`src/odt_pkg.sv`:
```
// Shared constants for the termination timing selector and its controller.
// Assumes a single 125 MHz memory clock shared by both ends.
package odt_pkg;

  // ==========================================================================
  // Clock and timing
  // ==========================================================================
  localparam int CLK_PERIOD_PS = 8000;
  localparam int MODE_UPDATE_NS = 12;
  // Least time, rounded up to whole cycles.
  localparam int MODE_UPDATE_CYC = (MODE_UPDATE_NS * 1000 + CLK_PERIOD_PS - 1) / CLK_PERIOD_PS;
  localparam int RELOCK_CYC = 200;
  localparam int PRE_ENTRY_MIN_CYC = 3;
  localparam int POST_EXIT_MIN_CYC = 3;
  localparam int SYNC_OFF_CYC = 3;
  localparam int ENABLE_SETTLE_CYC = 4;
  localparam int CKE_MIN_CYC = 3;

  // ==========================================================================
  // Mode register fields
  // ==========================================================================
  localparam int SLOW_EXIT_BIT = 12;
  localparam int RES_HI_BIT = 6;
  localparam int RES_LO_BIT = 2;
  localparam logic [1:0] RES_OFF = 2'h0;

  // ==========================================================================
  // Commands
  // ==========================================================================
  typedef enum logic [2:0] {
    CMD_NOP = 3'h0,
    CMD_ACTIVATE = 3'h1,
    CMD_PRECHARGE = 3'h2,
    CMD_REFRESH = 3'h3,
    CMD_LOAD_MODE = 3'h4,
    CMD_EXT_MODE_SET = 3'h5
  } cmd_e;

endpackage : odt_pkg

```
`src/odt_link_if.sv`:
```
// Pins between the memory controller and the termination logic.
// Assumes both ends share clk; the testbench instantiates and joins them.
`timescale 1ns/1ps
`default_nettype none
interface odt_link_if;
  logic odt;
  logic cke;
  odt_pkg::cmd_e cmd;
  logic [13:0] addr;

  modport ctrl (output odt, output cke, output cmd, output addr);
  modport dram (input odt, input cke, input cmd, input addr);
endinterface : odt_link_if
`default_nettype wire

```
`src/odt_dram_end.sv`:
```
// Device-side termination control: timing-mode selection and resistance update.
// Assumes the controller end keeps the pin-level protocol described below.
//
// Behaviour
// - Controller waits mode delay before using pin.
// - Termination runs synchronous or asynchronous timing.
// - No toggling in self refresh or after enable.
// - CKE high or fast exit: synchronous.
// - Slow exit or precharge down: asynchronous.
// - Turn-off before entry: interval decides mode.
// - Turn-on before entry: interval decides mode.
// - Turn-off after any exit: interval decides.
// - Turn-on after slow/precharge exit: interval decides.
// - New resistance applied within mode delay.
// - Resistance held from address bits six, two.
// - Controller waits turn-off before resistance change.
// - Controller holds pin low during update.
// - Controller drives pin definitely in power-down.
// - Termination off through relock after frequency change.
`timescale 1ns/1ps
`default_nettype none
module odt_dram_end #(
  parameter int CNT_W = 8
) (
  input wire logic clk,
  input wire logic resetn,
  odt_link_if.dram link,
  input wire logic bankOpen,
  input wire logic selfRefresh,
  output logic termOn,
  output logic asyncTiming,
  output logic [1:0] termValue,
  output logic updatePending
);

  initial begin
    if (CNT_W < 4 || (1 << CNT_W) <= odt_pkg::MODE_UPDATE_CYC) $error("odt_dram_end: CNT_W too small");
    // The interval counters saturate, so each minimum must sit below the saturation value.
    if ((1 << CNT_W) - 1 <= odt_pkg::PRE_ENTRY_MIN_CYC) $error("odt_dram_end: CNT_W below entry interval");
    if ((1 << CNT_W) - 1 <= odt_pkg::POST_EXIT_MIN_CYC) $error("odt_dram_end: CNT_W below exit interval");
  end

  // ==========================================================================
  // Power-down tracking
  // ==========================================================================
  logic ckePrev_ff;
  logic slowExit_ff;
  logic pdPrecharge_ff;
  logic odtPrev_ff;
  logic [1:0] pendValue_ff;
  logic [CNT_W-1:0] sinceEntry;
  logic [CNT_W-1:0] sinceExit;
  logic [CNT_W-1:0] sinceOdtEdge;
  logic [CNT_W-1:0] updCnt_ff;
  logic pdEntry;
  logic pdExit;
  logic odtEdge;
  logic inPowerDown;
  logic nxt_async;
  logic entryPrecharge;
  logic nearExit;
  logic edgeNearEntry;
  logic entryNearEdge;

  assign pdEntry = ckePrev_ff && !link.cke;
  assign pdExit = !ckePrev_ff && link.cke;
  assign odtEdge = link.odt != odtPrev_ff;
  assign inPowerDown = !link.cke;
  // On the entry edge the latched flavour still holds the previous entry, so the bank state is read directly.
  assign entryPrecharge = pdEntry ? !bankOpen : pdPrecharge_ff;
  // The exit counter restarts only after the exit edge; an edge in that same cycle counts as close.
  assign nearExit = pdExit || sinceExit < CNT_W'(odt_pkg::POST_EXIT_MIN_CYC);
  assign edgeNearEntry = odtEdge && sinceEntry < CNT_W'(odt_pkg::PRE_ENTRY_MIN_CYC);
  assign entryNearEdge = pdEntry && sinceOdtEdge < CNT_W'(odt_pkg::PRE_ENTRY_MIN_CYC);

  always_ff @(posedge clk or negedge resetn) begin
    if (!resetn) begin
      ckePrev_ff <= 1'b0;
      odtPrev_ff <= 1'b0;
    end else begin
      ckePrev_ff <= link.cke;
      odtPrev_ff <= link.odt;
    end
  end

  // The flavour of power-down is frozen at entry, since the bank state is what counts then.
  always_ff @(posedge clk or negedge resetn) begin
    if (!resetn) begin
      pdPrecharge_ff <= 1'b1;
    end else if (pdEntry) begin
      pdPrecharge_ff <= !bankOpen;
    end
  end

  odt_interval_counter #(.WIDTH(CNT_W)) entryCnt (
    .clk(clk), .resetn(resetn), .restart(pdEntry), .count(sinceEntry));
  odt_interval_counter #(.WIDTH(CNT_W)) exitCnt (
    .clk(clk), .resetn(resetn), .restart(pdExit), .count(sinceExit));
  odt_interval_counter #(.WIDTH(CNT_W)) edgeCnt (
    .clk(clk), .resetn(resetn), .restart(odtEdge), .count(sinceOdtEdge));

  // ==========================================================================
  // Timing-mode selection
  // ==========================================================================
  // Slow-exit active and precharge power-down both use the asynchronous delays.
  function automatic logic async_flavour(input logic slowExit, input logic precharge);
    return slowExit || precharge;
  endfunction : async_flavour

  always_comb begin
    nxt_async = 1'b0;
    if (inPowerDown) begin
      if (async_flavour(slowExit_ff, entryPrecharge)) begin
        nxt_async = 1'b1;
      end
      // An edge too close before or after entry falls back to asynchronous delays.
      if (edgeNearEntry || entryNearEdge) begin
        nxt_async = 1'b1;
      end
    end else if (odtEdge && nearExit) begin
      if (!link.odt) begin
        nxt_async = 1'b1;
      end else if (async_flavour(slowExit_ff, pdPrecharge_ff)) begin
        nxt_async = 1'b1;
      end
    end
  end

  // The selected mode holds between events, so a user reads it as the mode of the last transition.

  always_ff @(posedge clk or negedge resetn) begin
    if (!resetn) begin
      asyncTiming <= 1'b0;
    end else if (odtEdge || pdEntry || pdExit) begin
      asyncTiming <= nxt_async;
    end
  end

  // Termination follows the pin except in self refresh, where it is unavailable, and while the resistance is set to off.
  always_ff @(posedge clk or negedge resetn) begin
    if (!resetn) begin
      termOn <= 1'b0;
    end else begin
      termOn <= link.odt && !selfRefresh && termValue != odt_pkg::RES_OFF;
    end
  end

  // ==========================================================================
  // Mode register loads and resistance update
  // ==========================================================================
  always_ff @(posedge clk or negedge resetn) begin
    if (!resetn) begin
      slowExit_ff <= 1'b0;
    end else if (link.cmd == odt_pkg::CMD_LOAD_MODE) begin
      slowExit_ff <= link.addr[odt_pkg::SLOW_EXIT_BIT];
    end
  end

  always_ff @(posedge clk or negedge resetn) begin
    if (!resetn) begin
      pendValue_ff <= odt_pkg::RES_OFF;
      updCnt_ff <= '0;
    end else if (link.cmd == odt_pkg::CMD_EXT_MODE_SET) begin
      pendValue_ff <= {link.addr[odt_pkg::RES_HI_BIT], link.addr[odt_pkg::RES_LO_BIT]};
      updCnt_ff <= CNT_W'(odt_pkg::MODE_UPDATE_CYC);
    end else if (updCnt_ff != '0) begin
      updCnt_ff <= updCnt_ff - 1'b1;
    end
  end

  // The new value lands when the update count expires, within the mode delay.
  always_ff @(posedge clk or negedge resetn) begin
    if (!resetn) begin
      termValue <= odt_pkg::RES_OFF;
      updatePending <= 1'b0;
    end else begin
      updatePending <= updCnt_ff > CNT_W'(1) || link.cmd == odt_pkg::CMD_EXT_MODE_SET;
      if (updCnt_ff == CNT_W'(1)) begin
        termValue <= pendValue_ff;
      end
    end
  end

endmodule : odt_dram_end
`default_nettype wire

```
`src/odt_interval_counter.sv`:
```
// Saturating counter of clocks since a restart pulse.
// Assumes restart is a one-cycle pulse in the clk domain.
`timescale 1ns/1ps
`default_nettype none
module odt_interval_counter #(
  parameter int WIDTH = 8
) (
  input wire logic clk,
  input wire logic resetn,
  input wire logic restart,
  output logic [WIDTH-1:0] count
);

  initial begin
    if (WIDTH < 2) $error("odt_interval_counter: WIDTH too small");
  end

  always_ff @(posedge clk or negedge resetn) begin
    if (!resetn) begin
      count <= '1;
    end else if (restart) begin
      count <= '0;
    end else if (count != '1) begin
      count <= count + 1'b1;
    end
  end

endmodule : odt_interval_counter
`default_nettype wire

```
`src/flat_wrapper.sv`:
```
// flat-port wrapper written by rule: the top's interface ports become plain ports
module odt_dram_end_flat 
#(
  parameter int CNT_W = 8
)
  (clk, resetn, bankOpen, selfRefresh, termOn, asyncTiming, termValue, updatePending, link_odt, link_cke, link_cmd, link_addr);
  odt_link_if link_i ();
  input wire logic clk;
  input wire logic resetn;
  input wire logic bankOpen;
  input wire logic selfRefresh;
  output logic termOn;
  output logic asyncTiming;
  output logic [1:0] termValue;
  output logic updatePending;
  input wire logic [$bits(link_i.odt)-1:0] link_odt;
  input wire logic [$bits(link_i.cke)-1:0] link_cke;
  input wire logic [$bits(link_i.cmd)-1:0] link_cmd;
  input wire logic [$bits(link_i.addr)-1:0] link_addr;
  assign link_i.odt = link_odt;
  assign link_i.cke = link_cke;
  assign link_i.cmd = link_cmd;
  assign link_i.addr = link_addr;
  odt_dram_end #(.CNT_W(CNT_W)) u_core (.clk(clk), .resetn(resetn), .link(link_i), .bankOpen(bankOpen), .selfRefresh(selfRefresh), .termOn(termOn), .asyncTiming(asyncTiming), .termValue(termValue), .updatePending(updatePending));
endmodule
```
`config.mk`:
```
export PLATFORM = sky130hd
export DESIGN_NAME = odt_dram_end_flat
export DESIGN_NICKNAME = d
export VERILOG_FILES = /design/src/odt_pkg.sv /design/src/odt_link_if.sv /design/src/odt_dram_end.sv /design/src/odt_interval_counter.sv /design/src/flat_wrapper.sv
export SDC_FILE = /design/constraint.sdc
export NUM_CORES = 1
export LEC_CHECK = 0
export BUFFER_PORTS_ARGS = -buffer_cell sky130_fd_sc_hd__buf_2
export CORE_UTILIZATION = 59
export CTS_BUF_LIST = sky130_fd_sc_hd__clkbuf_4
export DETAILED_ROUTE_END_ITERATION = 12
export PLACE_DENSITY = 0.81
export SETUP_SLACK_MARGIN = 0.05
export SLEW_MARGIN = 40
export SYNTH_ARGS = -nofsm -noshare
export SYNTH_HDL_FRONTEND = slang
export SYNTH_SLANG_ARGS = --single-unit
export TNS_END_PERCENT = 20
```
`constraint.sdc`:
```
create_clock -name clk -period 2.45 [get_ports clk]
set_input_delay 0.1225 -clock clk [delete_from_list [all_inputs] [get_ports clk]]
set_output_delay 0.1225 -clock clk [all_outputs]
set_load 0.02 [all_outputs]
```
==> flow_summary_export.csv, run 1 <==
group,metric,value,unit
final_layout,final_cell_mix,"28 x nor2_1, 25 x dfstp_2, 18 x dfrtp_1",
sta,fin_skew,0.01814,ns
yosys,synth_nets,235,
die,io_pins,28,
final_layout,antenna_cells,0,
die,dieArea,3919,sq um
detailed_routing,viasPerCell,5.989,
die,die_x,62.61,microns
clocking,clock_latency,0.36,ns
setup_path,startpoint,"u_core.exitCnt.count[0]",
setup_path,cp-start-kind,"register",
sta,drv_slew,0,
global_routing,grt.overflow.total,0,
placed_design,io_buffers,16,
sta,fmax,505.4,MHz
clocking,post_cts_resized,0,
power_and_ir_drop,finalPower,2.199,mW
placed_design,pre_cts_ws,0.4924,ns
setup_path,worst-path-buf-inv,0,
clocking,h-tree-depth,2,
clocking,cts_buffer_depth,2,
die,row_count,21,
setup_path,crit_family,"simple AND/OR/NAND/NOR gates",
yosys,synth-main-ff-cell,"dfstp_2",
die,core,3416,sq um
yosys,synth_edf_count,0,
yosys,netlist_area,2167,sq um
placed_design,gp_congestion,0.7859,
final_layout,fin_util,71.83,%
sta,hold_viol,0,
yosys,synthArstFlopShare,100.0,%
power_and_ir_drop,vdd_ir_drop_max,927.6,uV
setup_path,critPathMaxFanout,6,
global_routing,track_usage,23.69,%
detailed_routing,ant_nets,0,
global_routing,grt_max_degree,44,
final_layout,fin_nets,261,
clocking,clkSinkCount,43,
final_layout,drive_gt1_share,26.50,%
setup_path,reg2reg_from,"u_core.exitCnt.count[0]",
setup_path,cp.required,2.73,ns
setup_path,cp_slowest_cell,"nor3_1",
detailed_routing,drcViolationCount,0,
setup_path,crit_path_end_kind,"register",
setup_path,cpPeakStageDelay,0.61,ns
detailed_routing,finalWirelength,4.092,mm
die,start_util,63.44,%
clocking,root_buffer,"clkbuf_4",
run_status,status,"finished, final reports clean",
yosys,postSynthCellCount,207,
global_routing,grt_pass1_vias,1713,
power_and_ir_drop,powerDensity,896.2,nW/um^2
final_layout,area_growth_syn_to_layout,13.22,%
setup_path,cp_data_arrival_time,2.26,ns
placed_design,dp.cells,264,
power_and_ir_drop,leakage,1.036,nW
clocking,cts_tree,"done",
global_routing,antenna_found_initial,0,
yosys,ys_seq_elements,43,
worst_hold_path,worstHoldStart,"link_cmd[1]",
yosys,ys_seq_area_share,51.10,%
worst_hold_path,hp-class,"in2reg",
placed_design,dpl.hpwl,2.880,mm
detailed_routing,first_iter_violations,90,
clocking,clk_pin_slew,0.14,ns
run,cap_violations,0,
sta,worstMarginPinSlew,0.6978,ns
global_routing,grt_pass1_wl,7.258,mm
die,chipHeight,62.61,microns
setup_path,crit_type,"reg2reg",
setup_path,cp_cell_sequence,"ha_1, nand2_1, nor3_1, nor2_1, a211oi_1",
clocking,numCtsBuffers,5,
yosys,yosysUniqueCellTypes,40,
detailed_routing,vias,1677,
sta,setup_ws,0.4714,ns
sta,setup_viol,0,
detailed_routing,drt_pass1_iterations,4,
yosys,yosysWarnings,0,
sta,layout_min_cycle_time,1.979,ns
final_layout,final_cells,280,
detailed_routing,routedWlPerCell,14.61,microns
sta,rsz0062_at_grt,"false",
final_layout,final_common_cell,"nor2_1",
sta,min_period_over_period,80.76,%
sta,slew_headroom,53.12,%
sta,setup_tns,0,ns
yosys,avgSynthCellArea,10.47,sq um
final timing paths:
check                                           to  slack, ns  cells after the start
setup reg to reg           u_core.exitCnt.count[3]       0.47                      5
min in group asynchronous       u_core.asyncTiming       0.26                      2
setup / recovery           u_core.exitCnt.count[3]       0.47                      5
hold reg to reg              u_core.pdPrecharge_ff       0.52                      2
hold / removal                  u_core.slowExit_ff       0.13                      3
max in group asynchronous  u_core.edgeCnt.count[1]       1.80                      2
metrics by stage:
stage,hold WS (ns),cell area (sq um)
floorplan,-0.1731,2167
global placement,0.2793,2290
detailed placement,0.1365,2292
CTS,0.1157,2454
global route,0.1110,2454
finish,0.1341,2454
worst min-delay path, cell delays in order:
cell and delay, ns:
buf_2 0.08, nor3b_1 0.05, mux2_2 0.22
where the power goes:
part	internal [mW]	switching, mW	total, mW
registers	0.913	0.190	1.10
logic	0.316	0.333	0.648
clock network	0.215	0.232	0.447
total	1.44	0.755	2.20
routing by layer:
layer / global-route usage (%) / share of wire (%) / routed length (microns)
met5: 0 / 0 / 0
met3: 6.022 / 2.7 / 111
met4: 8.721 / 1.8 / 72
met2: 43.48 / 53 / 2177
met1: 26.09 / 42 / 1731
final cells by class:
cell class	instances	area, sq um
clock buffer	5	37.54
multi-input combinational	153	1018
timing repair buffer	25	170.2
inverter	5	18.77
sequential	43	1107
clock inverter	3	43.79
fill	242	962.2
tap	46	57.56
synth_stat cells (5+ instances only):
library cell  instances  area (sq um)
nor2_1               28         105.1
dfstp_2              25         656.9
dfrtp_1              18         450.4
a31oi_1              12         75.07
nand2_1               9         33.78
and3_1                8         50.05
mux2i_1               8         80.08
nor3_1                8         40.04
o21ai_0               7         35.03
clkbuf_1              6         22.52
mux2_2                6         67.56
xnor2_1               6         52.55
a211oi_1              5         37.54
ha_1                  5         62.56
inv_1                 5         18.77
nand3_1               5         25.02
flip-flops by register name, indices dropped and copies added (netlist names):
signal,flops
u_core.pdPrecharge_ff,1
u_core.entryCnt.count,8
u_core.slowExit_ff,1
u_core.termValue,2
u_core.exitCnt.count,8
u_core.updCnt_ff,8
u_core.ckePrev_ff,1
u_core.termOn,1
u_core.asyncTiming,1
u_core.edgeCnt.count,8
u_core.pendValue_ff,2
u_core.odtPrev_ff,1
u_core.updatePending,1
timing repair:
item / CTS / global route
setup buffers: 0 / 0
hold buffers: 8 / 0
hold endpoints to repair: 25 / 0
cells by family (layout without fill, tap and decap cells):
family          after synthesis  in the layout  synth area share (%)
buf+inv                      11             38                 1.905
compound gates               39             39                 12.18
flops                        43             43                 51.10
xor+xnor                      9              9                 3.638
mux                          14             14                 6.813
fa+ha+maj                     5              5                 2.887
simple gates                 86             86                 21.48
No activity file was read; power rests on OpenSTA's default activity.
==> run 2: changes to the inputs <==
--- a/config.mk
+++ b/config.mk
@@ -5,11 +5,12 @@
 export SDC_FILE = /design/constraint.sdc
 export NUM_CORES = 1
 export LEC_CHECK = 0
+export ABC_AREA = 1
 export BUFFER_PORTS_ARGS = -buffer_cell sky130_fd_sc_hd__buf_2
-export CORE_UTILIZATION = 59
+export CORE_UTILIZATION = 60
 export CTS_BUF_LIST = sky130_fd_sc_hd__clkbuf_4
 export DETAILED_ROUTE_END_ITERATION = 12
-export PLACE_DENSITY = 0.81
+export PLACE_DENSITY = 0.82
 export SETUP_SLACK_MARGIN = 0.05
 export SLEW_MARGIN = 40
 export SYNTH_ARGS = -nofsm -noshare
==> constraint.sdc (replaced) <==
create_clock -name clk -period 2 [get_ports clk]
set_input_delay 0.1 -clock clk [delete_from_list [all_inputs] [get_ports clk]]
set_output_delay 0.1 -clock clk [all_outputs]
set_load 0.02 [all_outputs]
==> run 2 against run 1 <==
Combinational power is 15% higher. Final cell count increased by 28%. Synthesized area is 5.8% higher. Critical endpoint is now u_core.edgeCnt.count[2]. Fmax rose by 30%. Total power up 17%. Sequential share of layout area is 2.3 points lower. Sequential cell count unchanged. Setup slack improved by 0.010 ns. Global-route usage grew 1.0 points. Clock power rose by 22%.
==> flow_summary_export.csv, run 2 <==
group,metric,value,unit
yosys,ys_seq_area_share,48.28,%
sta,min_period_over_period,75.91,%
setup_path,critPathMaxFanout,5,
clocking,clkSinkCount,43,
placed_design,gp_congestion,0.8328,
run,cap_violations,0,
clocking,clk_pin_slew,0.12,ns
setup_path,cp-start-kind,"register",
detailed_routing,viasPerCell,5.328,
clocking,cts_buffer_depth,2,
die,start_util,62.65,%
setup_path,cp.required,2.26,ns
setup_path,worst-path-buf-inv,1,
yosys,yosysWarnings,0,
final_layout,antenna_cells,0,
die,core,3661,sq um
detailed_routing,first_iter_violations,124,
setup_path,crit_family,"flip-flops",
yosys,synth_nets,306,
yosys,synthArstFlopShare,100.0,%
placed_design,dpl.hpwl,3.178,mm
detailed_routing,routedWlPerCell,12.33,microns
yosys,netlist_area,2293,sq um
die,dieArea,4074,sq um
yosys,synth_edf_count,0,
yosys,yosysUniqueCellTypes,32,
global_routing,grt_pass1_wl,7.652,mm
setup_path,cpPeakStageDelay,0.58,ns
sta,hold_viol,0,
sta,rsz0062_at_grt,"false",
clocking,post_cts_buffers,0,
die,chipHeight,63.83,microns
power_and_ir_drop,leakage,1.270,nW
detailed_routing,drcViolationCount,0,
setup_path,reg2reg_slack,0.48,ns
placed_design,pre_cts_ws,0.5261,ns
detailed_routing,vias,1902,
yosys,synth_top_area_cell,"dfstp_2",
global_routing,grt_pass1_vias,1748,
setup_path,cp_data_arrival_time,1.77,ns
setup_path,crit_type,"reg2reg",
clocking,h-tree-depth,2,
global_routing,grt_max_degree,31,
setup_path,crit_path_end_kind,"register",
sta,setup_ws,0.4817,ns
yosys,synthDominantCellAreaShare,28.64,%
sta,setup_viol,0,
yosys,synth_area_leaders,"dfstp_2 29%, dfrtp_1 20%, nand2_1 10%",
clocking,cts_tree,"done",
yosys,synth_common_cells,"61 x nand2_1, 38 x inv_1, 29 x nor2_1",
sta,setup_tns,0,ns
global_routing,track_usage,24.74,%
yosys,ys_seq_elements,43,
yosys,postSynthCellCount,278,
die,io_pins,28,
placed_design,dp.cells,341,
final_layout,area_growth_syn_to_layout,12.82,%
yosys,avgSynthCellArea,8.250,sq um
run_status,status,"finished, final reports clean",
detailed_routing,finalWirelength,4.401,mm
final_layout,final_cell_mix,"61 x nand2_1, 38 x inv_1, 29 x nor2_1",
global_routing,grt.overflow.total,0,
yosys,synth.most_common_cell,"nand2_1",
sta,fin_skew,0.006543,ns
clocking,numCtsBuffers,5,
placed_design,io_buffers,16,
sta,layout_min_cycle_time,1.518,ns
die,die_x,63.83,microns
clocking,clock_latency,0.36,ns
final_layout,fin_nets,336,
clocking,post_cts_resized,0,
clocking,root_buffer,"clkbuf_4",
power_and_ir_drop,powerDensity,990.9,nW/um^2
yosys,synth-main-ff-cell,"dfstp_2",
sta,worstMarginPinSlew,0.6323,ns
global_routing,antenna_found_initial,0,
detailed_routing,ant_nets,0,
setup_path,cp_cell_sequence,"ha_1, nand2_1, inv_1, nand2_4, nor2_8, nand3_4, o31ai_1",
sta,slew_headroom,57.85,%
worst_hold_path,hp-class,"in2reg",
power_and_ir_drop,vdd_ir_drop_max,814.2,uV
final_layout,drive_gt1_share,23.95,%
final_layout,final_cells,357,
die,row_count,22,
final_layout,final_common_cell,"nand2_1",
setup_path,cp_slowest_cell,"dfstp_2",
sta,drv_slew,0,
sta,fmax,658.6,MHz
detailed_routing,drt_pass1_iterations,4,
run 2: cell count changes after synthesis, moves of 6 or more:
cell,previous run,this run
a21oi_1,4,11
a31oi_1,12,6
and3_1,8,0
clkbuf_1,6,0
inv_1,5,38
mux2_2,6,0
mux2i_1,8,0
nand2_1,9,61
nand3_1,5,26
o21ai_0,7,16
xnor2_1,6,0
run 2: final timing paths:
check,from,endpoint,depth (start not counted)
worst min register to register,u_core.exitCnt.count[1],u_core.exitCnt.count[1],2
min in group asynchronous,resetn,u_core.termOn,2
worst min-delay path,link_cmd[2],u_core.slowExit_ff,3
worst max-delay path,u_core.edgeCnt.count[0],u_core.edgeCnt.count[2],7
max in group asynchronous,resetn,u_core.edgeCnt.count[7],3
worst max register to register,u_core.edgeCnt.count[0],u_core.edgeCnt.count[2],7
run 2: kinds of logic (layout without fill, tap and decap cells):
family / count (synthesis) / in the layout / share of synthesized area, %
compound gates: 40 / 40 / 10.15
xor+xnor: 4 / 4 / 1.855
fa+ha+maj: 5 / 5 / 2.728
buf+inv: 43 / 74 / 7.311
flops: 43 / 43 / 48.28
simple gates: 143 / 143 / 29.68
run 2: through the flow:
step | util (%) | hold WS, ns | power, mW | instance area [sq um]
finish | 70.68 | 0.04760 | 2.564 | 2587
global route | 70.68 | 0.06080 | 2.760 | 2587
CTS | 70.68 | 0.02449 | 2.573 | 2587
detailed placement | 66.40 | 0.1594 | 2.021 | 2431
global placement | 66.40 | 0.1589 | 1.983 | 2431
floorplan | - | -0.1956 | 1.822 | 2293
run 2: layout make-up:
class	count	area, sq um
Multi-Input combinational cell	192	1018
Timing Repair Buffer	26	175.2
Clock inverter	3	38.79
Fill cell	304	1074
Clock buffer	5	37.54
Sequential cell	43	1107
Tap cell	48	60.06
Inverter	40	150.1
run 2: tightest hold or removal path: cells and delay by family:
kind | cells | cell delay, ns
compound gates | 1 | 0.08
buf+inv | 1 | 0.10
simple gates | 1 | 0.09
run 2: timing repair:
item / CTS / global route
setup endpoints to repair: 0 / 0
endpoints found under the hold margin: 25 / 0
hold buffers: 8 / 0
run 2: report_power, final:
group	internal [mW]	switching, mW
Sequential	1.11	0.160
Combinational	0.281	0.466
Clock	0.257	0.286
Total	1.65	0.913
run 2: layer usage:
metal / part of all wire [%] / routed length, microns / vias up / track usage, %
met5: 0 / 0 / - / 0
met1: 44 / 1937 / 890 / 31.08
met2: 50 / 2222 / 41 / 42.15
li1: - / - / 962 / -
met3: 3.6 / 160 / 9 / 4.107
met4: 1.8 / 80 / 0 / 10.23
==> run 3: changes to the inputs <==
--- a/config.mk
+++ b/config.mk
@@ -7,10 +7,10 @@
 export LEC_CHECK = 0
 export ABC_AREA = 1
 export BUFFER_PORTS_ARGS = -buffer_cell sky130_fd_sc_hd__buf_2
-export CORE_UTILIZATION = 60
+export CORE_UTILIZATION = 54
 export CTS_BUF_LIST = sky130_fd_sc_hd__clkbuf_4
 export DETAILED_ROUTE_END_ITERATION = 12
-export PLACE_DENSITY = 0.82
+export PLACE_DENSITY = 0.78
 export SETUP_SLACK_MARGIN = 0.05
 export SLEW_MARGIN = 40
 export SYNTH_ARGS = -nofsm -noshare
==> constraint.sdc (replaced) <==
create_clock -name clk -period 1.31 [get_ports clk]
set_input_delay 0.0655 -clock clk [delete_from_list [all_inputs] [get_ports clk]]
set_output_delay 0.0655 -clock clk [all_outputs]
set_load 0.02 [all_outputs]
==> run 3 against run 2 <==
The flow now finishes with violations (negative setup slack). Sequential share of layout area is 5.2 points lower. Count of clock-buffer cells in the layout is 1 higher. Highest routed layer unchanged. Core utilization up 2.5 points. Setup slack worse by 0.53 ns. Die area up 11%. Clock skew grew 0.015 ns.
==> flow_summary_export.csv, run 3 (same netlist as run 2, synthesis figures left out) <==
group,metric,value,unit
run_status,status,"finished, violations left",
run_status,violations,"negative setup slack",
clocking,clkSinkCount,43,
setup_path,reg2reg_slack,-0.05,ns
placed_design,dpl.hpwl,3.264,mm
global_routing,grt_pass1_wl,7.900,mm
worst_hold_path,hp-class,"in2reg",
worst_hold_path,hold_depth,5,
detailed_routing,ant_nets,0,
die,start_util,56.93,%
setup_path,reg2reg_depth,7,
sta,drv_slew,0,
sta,setup_tns,-0.1406,ns
die,dieArea,4512,sq um
clocking,h-tree-depth,2,
sta,hold-worst-slack,0.1457,ns
setup_path,r2r_end,"u_core.exitCnt.count[3]",
setup_path,crit_type,"reg2reg",
sta,worstMarginPinSlew,0.2678,ns
sta,setup_viol,5,
setup_path,cp.required,1.59,ns
detailed_routing,drt_pass1_iterations,4,
final_layout,final_common_cell,"nand2_1",
power_and_ir_drop,vdd_ir_drop_max,1098,uV
final_layout,area_growth_syn_to_layout,28.48,%
final_layout,final_cells,385,
clocking,clk_pin_slew,0.13,ns
final_layout,nFillCells,307,
sta,min_period_over_period,103.7,%
sta,fmax,736.3,MHz
sta,rsz0062_at_grt,"true",
die,io_pins,28,
placed_design,gp_congestion,0.8327,
sta,slew_headroom,82.10,%
setup_path,reg2reg_from,"u_core.exitCnt.count[1]",
setup_path,critPathMaxFanout,3,
clocking,cts_buffer_depth,2,
global_routing,grt.overflow.total,0,
power_and_ir_drop,leakage,1.452,nW
detailed_routing,vias,2007,
final_layout,final_cell_mix,"55 x nand2_1, 33 x inv_1, 25 x dfstp_2",
final_layout,drive_gt1_share,37.31,%
clocking,clock_latency,0.37,ns
power_and_ir_drop,finalPower,4.202,mW
die,core,4029,sq um
detailed_routing,routedWlPerCell,12.68,microns
detailed_routing,finalWirelength,4.880,mm
setup_path,cp-start-kind,"register",
global_routing,grt_pass1_vias,1928,
power_and_ir_drop,powerDensity,1426,nW/um^2
final_layout,antenna_cells,0,
detailed_routing,drcViolationCount,0,
worst_hold_path,holdPathEnd,"u_core.pendValue_ff[0]",
setup_path,crit_path_end_kind,"register",
sta,hold_viol,0,
detailed_routing,viasPerCell,5.213,
worst_hold_path,worstHoldStart,"link_cmd[1]",
final_layout,fin_nets,362,
setup_path,cp_data_arrival_time,1.64,ns
clocking,cts_tree,"done",
global_routing,track_usage,23.92,%
sta,layout_min_cycle_time,1.358,ns
global_routing,antenna_found_initial,0,
die,row_count,23,
placed_design,dp.cells,361,
sta,setup_ws,-0.04805,ns
detailed_routing,first_iter_violations,159,
run,cap_violations,0,
global_routing,grt_max_degree,44,
clocking,numCtsBuffers,5,
sta,fin_skew,0.02179,ns
placed_design,pre_cts_ws,-0.1006,ns
die,chipHeight,67.17,microns
die,die_x,67.17,microns
clocking,root_buffer,"clkbuf_4",
placed_design,io_buffers,16,
## run 3: cell types whose count changed in the layout (fill, tap and decap cells not counted), moves of 4 or more
cell | previous run | this run
ha_1 | 5 | 1
nand2_2 | 5 | 9
o21ai_1 | 0 | 6
nand3_1 | 26 | 22
o21ai_0 | 16 | 10
inv_1 | 38 | 33
nand2_1 | 61 | 55
inv_2 | 2 | 6
nor2_2 | 3 | 7
nor2_1 | 29 | 22
dlygate4sd3_1 | 8 | 12
buf_4 | 2 | 23
## run 3: timing repair
item / in CTS / in global routing
endpoints found under the setup margin: 30 / 37
hold buffers: 12 / 0
hold endpoints to repair: 50 / 0
buffers inserted: 2 / 2
pin swaps: 15 / 10
resized for setup: 28 / 16
## run 3: critical path, cell delays in order, from the launching register on
cell and delay (ns):
dfstp_2 0.57, ha_4 0.14, nand2_2 0.05, inv_2 0.07, nand2_4 0.06, nor2_4 0.14
nand2_2 0.09, a31oi_1 0.16
## run 3: how the worst max path moves through the flow
stage                                   startpoint                       end  slack (ns)  cells after the start
after floorplan           u_core.entryCnt.count[0]  u_core.entryCnt.count[5]       0.005                      7
after global placement    u_core.entryCnt.count[0]  u_core.entryCnt.count[5]       -0.03                      7
after detailed placement  u_core.entryCnt.count[0]  u_core.entryCnt.count[5]       -0.10                      7
after CTS                  u_core.edgeCnt.count[0]   u_core.edgeCnt.count[0]       -0.07                      7
after global routing       u_core.edgeCnt.count[0]   u_core.edgeCnt.count[0]       -0.12                      7
final                      u_core.exitCnt.count[1]   u_core.exitCnt.count[3]       -0.05                      7
## run 3: metal layers
layer  part of all wire, %  up-vias  global-route usage (%)  wire [microns]
met4                   1.5        0                   9.840              72
met5                     0        -                       0               0
met1                    43      943                   27.83            2082
met2                    52       44                   42.00            2522
met3                   4.1        6                   5.574             202
li1                      -     1014                       -               -
## run 3: power by group
group	internal, mW	leakage (nW)	switching [mW]
Combinational	0.680	0.943	0.906
Clock	0.228	0.0317	0.441
Sequential	1.70	0.478	0.246
## run 3: metrics by stage
step / utilization [%] / area, sq um
2_1_floorplan: - / 2306
3_3_place_gp: 64.38 / 2594
3_5_place_dp: 64.38 / 2594
4_1_cts: 71.46 / 2879
5_1_grt: 73.14 / 2947
6_report: 73.14 / 2947
## run 3: cell type report
cell class / count / area (sq um) / area share (%)
clock buffer: 6 / 45.04 / 1.529
clock inverter: 2 / 12.51 / 0.4246
inverter: 40 / 152.6 / 5.180
multi-input combinational: 192 / 1174 / 39.83
sequential: 43 / 1107 / 37.58
tap: 50 / 62.56 / 2.123
timing repair buffer: 52 / 392.9 / 13.33
